[src/logic/kbc_mailbox_pkg.sv]
package kbc_mailbox_pkg;
  localparam int BYTE_W = 8;
  localparam int HOST_ADDR_W = 3;
  localparam int EC_ADDR_W = 9;
  localparam int FIFO_W = 9;
  localparam int FIFO_DEPTH = 4;
  // ------------------------------------------------------------
  // Host side offsets
  // ------------------------------------------------------------
  localparam logic [2:0] HOST_DATA_OFS = 3'h0;
  localparam logic [2:0] HOST_STATUS_OFS = 3'h4;
  // ------------------------------------------------------------
  // Controller side offsets
  // ------------------------------------------------------------
  localparam logic [8:0] CONTROLLER_OUTPUT_BYTE_OFS = 9'h100;
  localparam logic [8:0] EC_STATUS_OFS = 9'h104;
  localparam logic [8:0] EC_CTRL_OFS = 9'h108;
  localparam logic [8:0] EC_AUX_OFS = 9'h10C;
  localparam logic [8:0] EC_DIRECT_OFS = 9'h114;
  // ------------------------------------------------------------
  // Status and control fields
  // ------------------------------------------------------------
  localparam int ST_OUT_FULL = 0;
  localparam int ST_IN_FULL = 1;
  localparam int ST_USER_LOW = 2;
  localparam int ST_CMD = 3;
  localparam int ST_USER_MID = 4;
  localparam int ST_AUX_FULL = 5;
  localparam int ST_USER_HIGH = 6;
  localparam int CT_AUX_HW = 7;
  localparam int CT_OUT_IRQ_EN = 5;
  localparam int CT_DIRECT_SEL = 2;
  localparam int FIFO_CMD_BIT = 8;
  // ------------------------------------------------------------
  // Sticky flag slots and reset values
  // ------------------------------------------------------------
  localparam int FL_IN = 0;
  localparam int FL_OUT = 1;
  localparam int FL_KBD = 2;
  localparam int FL_AUX = 3;
  localparam int FLAG_N = 4;
  localparam logic [7:0] BYTE_RST = 8'h00;
  localparam logic [7:0] CTRL_RST = 8'h00;
  localparam logic [1:0] USER_HIGH_RST = 2'h0;
  localparam logic FLAG_RST = 1'b0;
endpackage

[src/logic/mailbox_stream_if.sv]
`timescale 1ns/1ps
interface mailbox_stream_if #(parameter int W = 9);
  logic push_valid;
  logic push_ready;
  logic [W-1:0] push_data;
  logic pop_valid;
  logic pop_ready;
  logic [W-1:0] pop_data;
  modport fill(output push_valid, output push_data, input push_ready);
  modport store(input push_valid, input push_data, input pop_ready,
                output push_ready, output pop_valid, output pop_data);
  modport drain(input pop_valid, input pop_data, output pop_ready);
endinterface

[src/logic/kbc_host_ec_byte_mailbox.sv]
// Functional notes
// - Host status read at 04h mirrors controller status; host cannot write it.
// - Bits 7:6,4,2 written only by controller; bit 2 on host reset.
// - Aux write sets aux-full; controller data write clears it.
// - Host write at 04h marks command; write at 0h marks data.
// - Any host data or command byte taken while host_wr_ready is high sets input-full.
// - Input-full raises enabled input irq; controller read clears both.
// - Input and output full flags survive power-well reset; read clears.
// - Controller data or aux write sets output-full.
// - Host data read clears output-full and pulses output-empty irq.
// - Controller registers at 100h, 104h, 108h, 10Ch and 114h.
// - Controller read of 100h returns host bytes in arrival order, one mailbox byte at a time.
// - Host data read clears aux output irq too, and keyboard irq unless direct select is on.
`timescale 1ns/1ps
module kbc_host_ec_byte_mailbox
  import kbc_mailbox_pkg::*;
(
  input wire logic clock,
  input wire logic srst,
  input wire logic host_rst,
  input wire logic host_wr,
  input wire logic host_rd,
  input wire logic [HOST_ADDR_W-1:0] host_addr,
  input wire logic [BYTE_W-1:0] host_wdata,
  output logic [BYTE_W-1:0] host_rdata,
  output logic host_wr_ready,
  input wire logic ec_wr,
  input wire logic ec_rd,
  input wire logic [EC_ADDR_W-1:0] ec_addr,
  input wire logic [BYTE_W-1:0] ec_wdata,
  output logic [BYTE_W-1:0] ec_rdata,
  input wire logic input_irq_en,
  output logic input_irq,
  output logic output_empty_irq,
  output logic kbd_irq,
  output logic aux_irq
);
  function automatic logic ec_hit(input logic [EC_ADDR_W-1:0] a,
                                  input logic [EC_ADDR_W-1:0] o);
    return a == o;
  endfunction

  // ------------------------------------------------------------
  // State
  // ------------------------------------------------------------
  logic [BYTE_W-1:0] in_byte_ff;
  logic [BYTE_W-1:0] out_byte_ff;
  logic [BYTE_W-1:0] ctrl_ff;
  logic [1:0] user_high_ff;
  logic user_mid_ff;
  logic user_low_ff;
  logic cmd_ff;
  logic aux_full_ff;
  logic direct_ff;
  logic [BYTE_W-1:0] host_rdata_ff;
  logic [BYTE_W-1:0] ec_rdata_ff;
  logic input_irq_ff;
  logic empty_irq_ff;
  logic kbd_irq_ff;
  logic aux_irq_ff;
  logic [FLAG_N-1:0] flag_set;
  logic [FLAG_N-1:0] flag_clr;
  logic [FLAG_N-1:0] flag_q;
  logic [FLAG_N-1:0] flag_nxt;

  mailbox_stream_if #(.W(FIFO_W)) in_q ();

  // ------------------------------------------------------------
  // Access decode
  // ------------------------------------------------------------
  wire host_wr_data = host_wr & (host_addr == HOST_DATA_OFS);
  wire host_wr_cmd = host_wr & (host_addr == HOST_STATUS_OFS);
  wire host_rd_data = host_rd & (host_addr == HOST_DATA_OFS);
  wire host_rd_stat = host_rd & (host_addr == HOST_STATUS_OFS);
  wire ec_rd_in = ec_rd & ec_hit(ec_addr, CONTROLLER_OUTPUT_BYTE_OFS);
  wire ec_wr_out = ec_wr & ec_hit(ec_addr, CONTROLLER_OUTPUT_BYTE_OFS);
  wire ec_wr_stat = ec_wr & ec_hit(ec_addr, EC_STATUS_OFS);
  wire ec_wr_ctrl = ec_wr & ec_hit(ec_addr, EC_CTRL_OFS);
  wire ec_wr_aux = ec_wr & ec_hit(ec_addr, EC_AUX_OFS);
  wire ec_wr_direct = ec_wr & ec_hit(ec_addr, EC_DIRECT_OFS);
  wire ec_wr_any_out = ec_wr_out | ec_wr_aux;

  // One status byte serves both sides
  wire [BYTE_W-1:0] status = {user_high_ff, aux_full_ff, user_mid_ff,
                              cmd_ff, user_low_ff, flag_q[FL_IN],
                              flag_q[FL_OUT]};

  // ------------------------------------------------------------
  // Host byte queue
  // ------------------------------------------------------------
  // Command mark travels with the byte
  assign in_q.push_valid = host_wr_data | host_wr_cmd;
  assign in_q.push_data = {host_wr_cmd, host_wdata};
  // Only one byte in the mailbox; later ones wait in the queue
  assign in_q.pop_ready = ~flag_q[FL_IN];
  wire in_load = in_q.pop_valid & in_q.pop_ready;

  byte_fifo #(.W(FIFO_W), .DEPTH(FIFO_DEPTH)) u_in_fifo (
    .clock(clock),
    .srst(srst),
    .s(in_q)
  );

  // ------------------------------------------------------------
  // Sticky flags
  // ------------------------------------------------------------
  // Loaded host byte sets input-full
  assign flag_set[FL_IN] = in_load;
  assign flag_clr[FL_IN] = ec_rd_in;
  // Data or aux write sets output-full
  assign flag_set[FL_OUT] = ec_wr_any_out;
  assign flag_clr[FL_OUT] = host_rd_data;
  // Host data read drops both output irq flags
  assign flag_set[FL_KBD] = ec_wr_out;
  assign flag_clr[FL_KBD] = host_rd_data;
  assign flag_set[FL_AUX] = ec_wr_aux;
  assign flag_clr[FL_AUX] = host_rd_data;
  assign flag_nxt = flag_set | (flag_q & ~flag_clr);

  // Flags see only system reset, never power-well reset
  genvar gi;
  generate
    for (gi = 0; gi < FLAG_N; gi++) begin : g_flag
      set_clear_flag u_flag (
        .clock(clock),
        .srst(srst),
        .set(flag_set[gi]),
        .clr(flag_clr[gi]),
        .q(flag_q[gi])
      );
    end
  endgenerate

  // ------------------------------------------------------------
  // Read muxes
  // ------------------------------------------------------------
  wire [BYTE_W-1:0] host_rd_mux = host_rd_stat ? status :
                                  host_rd_data ? out_byte_ff : BYTE_RST;
  // Read of 100h gives the host byte held in the mailbox
  wire [BYTE_W-1:0] ec_rd_mux =
    ec_hit(ec_addr, CONTROLLER_OUTPUT_BYTE_OFS) ? in_byte_ff :
    ec_hit(ec_addr, EC_STATUS_OFS) ? status :
    ec_hit(ec_addr, EC_CTRL_OFS) ? ctrl_ff :
    ec_hit(ec_addr, EC_DIRECT_OFS) ? {7'h00, direct_ff} : BYTE_RST;
  wire kbd_src = ctrl_ff[CT_DIRECT_SEL] ? direct_ff : flag_nxt[FL_KBD];
  // Aux bit writable by firmware only when hardware does not own it
  wire aux_sw_wr = ec_wr_stat & ~ctrl_ff[CT_AUX_HW];
  // Aux write sets, data write clears
  wire nxt_aux_full = ec_wr_aux ? 1'b1 :
                      ec_wr_out ? 1'b0 :
                      aux_sw_wr ? ec_wdata[ST_AUX_FULL] : aux_full_ff;

  // ------------------------------------------------------------
  // Registers
  // ------------------------------------------------------------
  always_ff @(posedge clock) begin
    if (srst) begin
      in_byte_ff <= BYTE_RST;
      cmd_ff <= FLAG_RST;
    end else if (in_load) begin
      in_byte_ff <= in_q.pop_data[BYTE_W-1:0];
      cmd_ff <= in_q.pop_data[FIFO_CMD_BIT];
    end
  end

  // Data and aux share the host-visible output byte
  always_ff @(posedge clock) begin
    if (srst) begin
      out_byte_ff <= BYTE_RST;
    end else if (ec_wr_any_out) begin
      out_byte_ff <= ec_wdata;
    end
  end

  // User bits change only by controller writes
  always_ff @(posedge clock) begin
    if (srst) begin
      user_high_ff <= USER_HIGH_RST;
      user_mid_ff <= FLAG_RST;
    end else if (ec_wr_stat) begin
      user_high_ff <= ec_wdata[ST_USER_HIGH +: 2];
      user_mid_ff <= ec_wdata[ST_USER_MID];
    end
  end

  // Low user bit follows host reset
  always_ff @(posedge clock) begin
    if (srst | host_rst) begin
      user_low_ff <= FLAG_RST;
    end else if (ec_wr_stat) begin
      user_low_ff <= ec_wdata[ST_USER_LOW];
    end
  end

  always_ff @(posedge clock) begin
    if (srst) begin
      aux_full_ff <= FLAG_RST;
      ctrl_ff <= CTRL_RST;
      direct_ff <= FLAG_RST;
    end else begin
      aux_full_ff <= nxt_aux_full;
      ctrl_ff <= ec_wr_ctrl ? ec_wdata : ctrl_ff;
      direct_ff <= ec_wr_direct ? ec_wdata[0] : direct_ff;
    end
  end

  always_ff @(posedge clock) begin
    if (srst) begin
      host_rdata_ff <= BYTE_RST;
      ec_rdata_ff <= BYTE_RST;
    end else begin
      host_rdata_ff <= host_rd ? host_rd_mux : host_rdata_ff;
      ec_rdata_ff <= ec_rd ? ec_rd_mux : ec_rdata_ff;
    end
  end

  // Input, aux and, without direct select, kbd irqs follow the next flag state to avoid an extra cycle of lag
  always_ff @(posedge clock) begin
    if (srst) begin
      input_irq_ff <= FLAG_RST;
      empty_irq_ff <= FLAG_RST;
      kbd_irq_ff <= FLAG_RST;
      aux_irq_ff <= FLAG_RST;
    end else begin
      input_irq_ff <= flag_nxt[FL_IN] & input_irq_en;
      empty_irq_ff <= host_rd_data;
      kbd_irq_ff <= ctrl_ff[CT_OUT_IRQ_EN] & kbd_src;
      aux_irq_ff <= ctrl_ff[CT_OUT_IRQ_EN] & flag_nxt[FL_AUX];
    end
  end

  assign host_rdata = host_rdata_ff;
  assign host_wr_ready = in_q.push_ready;
  assign ec_rdata = ec_rdata_ff;
  assign input_irq = input_irq_ff;
  assign output_empty_irq = empty_irq_ff;
  assign kbd_irq = kbd_irq_ff;
  assign aux_irq = aux_irq_ff;
endmodule // kbc_host_ec_byte_mailbox

[src/logic/byte_fifo.sv]
`timescale 1ns/1ps
module byte_fifo #(
  parameter int W = 9,
  parameter int DEPTH = 4
) (
  input wire logic clock,
  input wire logic srst,
  mailbox_stream_if.store s
);
  localparam int AW = $clog2(DEPTH);
  localparam logic [AW:0] FULL_COUNT = (AW+1)'(DEPTH);
  logic [W-1:0] mem [DEPTH];
  logic [AW-1:0] wr_ptr_ff;
  logic [AW-1:0] rd_ptr_ff;
  logic [AW:0] count_ff;
  logic ready_ff;
  wire push = s.push_valid & ready_ff;
  wire pop = s.pop_valid & s.pop_ready;
  wire [AW:0] nxt_count = count_ff + {{AW{1'b0}}, push}
                        - {{AW{1'b0}}, pop};
  assign s.push_ready = ready_ff;
  assign s.pop_valid = (count_ff != '0);
  assign s.pop_data = mem[rd_ptr_ff];
  always_ff @(posedge clock) begin
    if (push) begin
      mem[wr_ptr_ff] <= s.push_data;
    end
  end
  // Ready is registered so the top output comes from a flop
  always_ff @(posedge clock) begin
    if (srst) begin
      wr_ptr_ff <= '0;
      rd_ptr_ff <= '0;
      count_ff <= '0;
      ready_ff <= 1'b0;
    end else begin
      wr_ptr_ff <= push ? wr_ptr_ff + 1'b1 : wr_ptr_ff;
      rd_ptr_ff <= pop ? rd_ptr_ff + 1'b1 : rd_ptr_ff;
      count_ff <= nxt_count;
      ready_ff <= (nxt_count < FULL_COUNT);
    end
  end
endmodule // byte_fifo

[src/logic/set_clear_flag.sv]
`timescale 1ns/1ps
module set_clear_flag
  import kbc_mailbox_pkg::*;
(
  input wire logic clock,
  input wire logic srst,
  input wire logic set,
  input wire logic clr,
  output logic q
);
  // Set wins so a same-cycle event is never lost
  wire nxt_q = set | (q & ~clr);
  always_ff @(posedge clock) begin
    if (srst) begin
      q <= FLAG_RST;
    end else begin
      q <= nxt_q;
    end
  end
endmodule // set_clear_flag

[config.mk]
export PLATFORM = sky130hd
export DESIGN_NAME = kbc_host_ec_byte_mailbox
export DESIGN_NICKNAME = d
export VERILOG_FILES = /design/src/logic/kbc_mailbox_pkg.sv /design/src/logic/mailbox_stream_if.sv /design/src/logic/kbc_host_ec_byte_mailbox.sv /design/src/logic/byte_fifo.sv /design/src/logic/set_clear_flag.sv
export SDC_FILE = /design/constraint.sdc
export NUM_CORES = 1
export LEC_CHECK = 0
export ABC_AREA = 1
export BUFFER_PORTS_ARGS = -buffer_cell sky130_fd_sc_hd__buf_2
export CAP_MARGIN = 40
export CORE_MARGIN = 1.5
export CORE_UTILIZATION = 55
export DETAILED_ROUTE_END_ITERATION = 10
export GPL_TIMING_DRIVEN = 0
export HOLD_SLACK_MARGIN = 0.08
export PLACE_DENSITY = 0.77
export SLEW_MARGIN = 20
export SYNTH_ARGS = -nofsm -noshare
export SYNTH_HDL_FRONTEND = slang
export SYNTH_SLANG_ARGS = --single-unit
[constraint.sdc]
create_clock -name clock -period 2.6 [get_ports clock]
set_input_delay 0.65 -clock clock [delete_from_list [all_inputs] [get_ports clock]]
set_output_delay 0.65 -clock clock [all_outputs]
set_load 0.02 [all_outputs]
# ---- Word level (Yosys, flattened, before mapping)
# Memories as Yosys holds them, arrays and structs flattened. A register that Yosys moved wholly into a read port is not among the register bits.
# Cells that the tools add are included.
dict set report totals {
  ff_bits 54
  latch_bits 0
  mem_bits_rw 36
  romBits 0
  in_bits 36
  out_inout_bits 21
  n_memories 1
}
# name depth word_bits rd rd_clocked_by_memory_dff write_ports line
set mem_list {}
lappend mem_list {u_in_fifo.mem 4 9 1 1 1 byte_fifo.sv:12} ;# logic [W-1:0] mem [DEPTH];
dict set report classes {
  addsub 4
  multipliers 0
  div_mod_pow 0
  order_cmp 1
  eq_ne 6
  shift 0
  n_mux 12
  bitwise_logic 34
  reduce_logical 3
}
# cell n
set op_table {}
lappend op_table {{equality test 9 bit, second input constant} 5}
lappend op_table {{two-way mux 8 bit} 5}
lappend op_table {{AND 1 bit} 20}
lappend op_table {{two-way mux 1 bit} 7}
lappend op_table {{OR 1 bit} 7}
lappend op_table {{nonzero test 3 bit} 2}
lappend op_table {{adder 2 x 1 -> 2 bit, second input constant} 2}
lappend op_table {{AND 4 bit} 1}
lappend op_table {{NOT 1 bit} 4}
lappend op_table {{NOT 4 bit} 1}
lappend op_table {{OR 4 bit} 1}
lappend op_table {{adder 3 x 1 -> 3 bit} 1}
lappend op_table {{equality test 3 bit, second input constant} 1}
lappend op_table {{logical NOT 3 bit} 1}
lappend op_table {{< comparator 3 bit, second input constant} 1}
lappend op_table {{subtractor 3 x 1 -> 3 bit} 1}

# ---- Longest topological paths before layout
dict set report logic_depth {
  ltp_word 7
  depth_mapped 11
}

# ---- Cells and area by module
# Synthesis repeated with hierarchy kept, for this count alone.
dict set report unflattened {
  cells_unflattened 511
  hier_area_um2 4568.1
}
# module instances cells_each area_each_um2 seq_area_each_um2
set modules_own_cells {}
lappend modules_own_cells {kbc_host_ec_byte_mailbox 1 341 2477.4 1021.0}
lappend modules_own_cells {byte_fifo 1 150 1930.6 1281.2}
lappend modules_own_cells {set_clear_flag 4 5 40.0 20.0}

# ---- Worst setup path after synthesis
# Ideal clock, no wire load.
dict set report synth_timing {
  path_kind {reg2reg}
  start {register u_in_fifo.count_ff[1]}
  end {register u_in_fifo.count_ff[2]}
  setup_ps 129
  arrival_time_ps 2020
  t_required_ps 2471
  setup_slack_ps 451
  stages_incl_launch_ff 12
  path_buffers 1
  cell_sequence {dfxtp_1 nor2_1 a21oi_1 clkbuf_1 ha_1 inv_1 ha_1 inv_1 fa_1 xor2_1 inv_1 nor2_1}
}
dict set report synth_between {
  elab_chain_cells 3
}
# element line
set synth_lines {}
lappend synth_lines {{start: declaration} byte_fifo.sv:15} ;# logic [AW:0] count_ff;
lappend synth_lines {{start signal: assignment} byte_fifo.sv:39} ;# count_ff <= nxt_count;
lappend synth_lines {{nonzero test 3 bit} byte_fifo.sv:22} ;# assign s.pop_valid = (count_ff != '0);
lappend synth_lines {{AND 1 bit} n/a}
lappend synth_lines {{net g_flag[0].u_flag.set} set_clear_flag.sv:7} ;# input wire logic set,
lappend synth_lines {{subtractor 3 x 1 -> 3 bit} byte_fifo.sv:20} ;# - {{AW{1'b0}}, pop};
# The timed path passes the listed nets, and every way through them passes these cells.
# A chain may end at the register's enable or synchronous reset.

# ---- Worst setup path in the final report
# Same ends and word-level chain as after synthesis.

==> run metrics <==
outcome finished, final reports clean; Slew headroom 0.623; Initial DRC Count 203; via count 3455; Die Ht 90.5 um; xor and xnor area share after synthesis 0.00416; core area 7330 um^2; vias in the first global route 3339; Synth Area in Simple Gates 0.190; Final Util 0.665; Compound-Gate Fraction of Synth Area 0.155; Unique masters post-synth 35; syn_nets 510; # setup viols final 0; critical path type reg2reg; synthesized instance count 467; fin crit share 0.898; wire per inst 14.5 um; pwr/cell area 747 nW/um^2; initial antenna violation count 0; detailed placer's ending HPWL 6.70 mm; combinational family with the most area after synthesis simple AND/OR/NAND/NOR gates; Overflow after GRT 0; Fillers 575; Avg Inst Size Synth 9.02 um^2; Longest Clk Path Bufs 2; RR Startpoint u_in_fifo.count_ff[1]$_SDFF_PP0_; CTS tree yes; final WL 9.31 mm; Vias/cell 5.39; largest net degree at the start of global routing 18; gp weighted congestion 0.870; setup TNS 0 ps; met3 WL post-DR 461 um; H-tree levels 3; cts bufs inserted 9; die area 8190 um^2; WL met1 3.93 mm; RSZ-0062 raised after global routing no; minimum clock period 2330 ps; Cell Rows 31; Tightest Pin Transition 565 ps; drt first pass iters 5; Port-buffer cells 55; metal2 WL 4.66 mm; # hold bufs at CTS 0; Post-Syn Area 4210 um^2; max cap viols 0; sequential share of the synthesized area 0.556; nature of the critical path startpoint register; first-pass GRT wire length 15.3 mm; total power draw 3.64 mW; pre-CTS setup slack 87.8 ps; mux cell area share after synthesis 0; Final Max Slew Viols 0; CTS resizes 0; Critical R2R Capture u_in_fifo.count_ff[2]$_SDFF_PP0_; Placed Instances 621; register area 2340 um^2; initial core utilization 0.574; R2R cell count 11; yosys warns 0; Nets 580; Worst-Skew Late Latency 360 ps; WHS Path Cells 2; Overall Global Routing Usage 0.238; n_diodes 0; CP Data Required Time 2830 ps; Ports 57; P&R area growth vs syn 15.8%; Post-CTS Setup Inserts 0; Final Non-Filler Cells 641; leading cell types in the layout, fill and taps excluded nor2_1 (66), dfxtp_1 (63), o21ai_0 (61); PnR worst setup slack 266 ps; fraction of layout cells with a size suffix above 1 0.194; clk sinks 99; Max Clk Rate 428 MHz; R2R setup slack 270 ps; DR top layer met4; kind of end point of the critical path register; critical path arrival 2570 ps; Static Leak 2.05 nW; DR DRC count 0; adder-cell area share of the yosys netlist 0.0226; sink of the worst hold path user_low_ff$_SDFFE_PP0P_; Die X 90.5 um; Antenna Nets Post-Route 0; hold_sp host_rst; commonest non-fill, non-tap cell in the layout nor2_1; area of the multi-input gates 1570 um^2; maximum vdd ir drop 0.000417 V; register bit total from synthesis 99; min-delay worst type in2reg; crit path max fanout 10; Clock transition at path regs 100 ps; Final Hold Viols 0; clk_skew 11.4 ps; root buf cell clkbuf_8
per-layer routing:
metal  up-vias  GRT usage
met5         -          0
met4         0     0.0899
met3        25     0.0614
met2       113      0.423
met1      1610      0.273
li1       1707          -
critical path, stage by stage, from the launching register on:
cell      delay (ps)
dfxtp_1          410
nor2_1            70
a21oi_1          260
clkbuf_2         300
ha_1             270
inv_1             50
ha_1             130
inv_1             50
fa_1             380
xor2_1           180
inv_1             60
nor2_1            30
final cells by class:
type	instances	area share
sequential	99	0.480
multi-input combinational	296	0.321
timing repair buffer	59	0.0626
clock buffer	14	0.0444
inverter	53	0.0408
tap	99	0.0254
buffer	19	0.0216
clock inverter	2	0.00359
worst max-delay path by stage:
stage	from	to	slack [ps]
6_report	u_in_fifo.count_ff[1]$_SDFF_PP0_	u_in_fifo.count_ff[2]$_SDFF_PP0_	270
5_1_grt	u_in_fifo.count_ff[1]$_SDFF_PP0_	u_in_fifo.count_ff[2]$_SDFF_PP0_	30
3_5_place_dp	host_addr[1]	u_in_fifo.mem[1][4]$_DFFE_PP_	90
2_1_floorplan	u_in_fifo.count_ff[1]$_SDFF_PP0_	u_in_fifo.count_ff[2]$_SDFF_PP0_	450
3_3_place_gp	u_in_fifo.count_ff[1]$_SDFF_PP0_	u_in_fifo.count_ff[2]$_SDFF_PP0_	160
4_1_cts	u_in_fifo.count_ff[1]$_SDFF_PP0_	u_in_fifo.count_ff[2]$_SDFF_PP0_	90
power breakdown:
| group | total [mW] | switching (mW) | leakage [nW] | internal, mW |
|---|---|---|---|---|
| Sequential | 1.82 | 0.0828 | 0.837 | 1.74 |
| Clock | 1.09 | 0.529 | 0.119 | 0.557 |
| Combinational | 0.735 | 0.489 | 1.09 | 0.245 |
| Total | 3.64 | 1.10 | 2.05 | 2.54 |
Yosys cell counts:
cell type | instances | area [um^2]
buf_2 | 1 | 5.00
edfxtp_1 | 36 | 1080
nand4_1 | 1 | 6.26
nand3_4 | 2 | 35.0
buf_6 | 4 | 45.0
a221oi_1 | 4 | 35.0
a22oi_1 | 1 | 7.51
dfxtp_1 | 63 | 1260
or2_1 | 1 | 6.26
xor2_1 | 2 | 17.5
a21oi_2 | 1 | 8.76
nand2_1 | 38 | 143
nor2_1 | 66 | 248
o21ai_0 | 61 | 305
o21ai_1 | 4 | 20.0
nand2_2 | 4 | 25.0
inv_1 | 48 | 180
or2_2 | 1 | 6.26
nor3_1 | 3 | 15.0
inv_2 | 2 | 7.51
nand3_1 | 32 | 160
clkinv_1 | 3 | 11.3
nor2_8 | 1 | 20.0
and3_1 | 1 | 6.26
nor3b_2 | 1 | 12.5
fa_1 | 1 | 20.0
nor2_4 | 4 | 45.0
a31oi_1 | 13 | 81.3
and2_1 | 1 | 6.26
a21oi_1 | 39 | 195
nand2_4 | 3 | 33.8
clkbuf_1 | 13 | 48.8
ha_1 | 6 | 75.1
clkbuf_2 | 1 | 5.00
nor2_2 | 5 | 31.3
kinds of logic (layout without fill, tap and decap cells):
logic type,count (synthesis),in the layout
compound gates,123,123
flops,99,99
fa+ha+maj,7,7
simple gates,164,164
xor+xnor,2,2
buf+inv,72,147
state kept, by name, summed over array words and instances (netlist names):
register,flops
aux_irq,1
output_empty_irq,1
user_high_ff,2
ctrl_ff,8
direct_ff,1
aux_full_ff,1
u_in_fifo.wr_ptr_ff,2
ec_rdata,8
cmd_ff,1
user_mid_ff,1
kbd_irq,1
out_byte_ff,8
g_flag.u_flag.q,4
u_in_fifo.s.push_ready,1
user_low_ff,1
u_in_fifo.rd_ptr_ff,2
u_in_fifo.count_ff,3
u_in_fifo.mem,36
in_byte_ff,8
host_rdata,8
input_irq,1
metrics by stage:
| stage | cell area [um^2] | hold slack, ps |
|---|---|---|
| 2_1_floorplan | 4210 | 440 |
| 3_3_place_gp | 4610 | 454 |
| 3_5_place_dp | 4610 | 457 |
| 4_1_cts | 4840 | 423 |
| 5_1_grt | 4870 | 429 |
| 6_report | 4870 | 435 |
No activity file was read; power rests on OpenSTA's default activity.
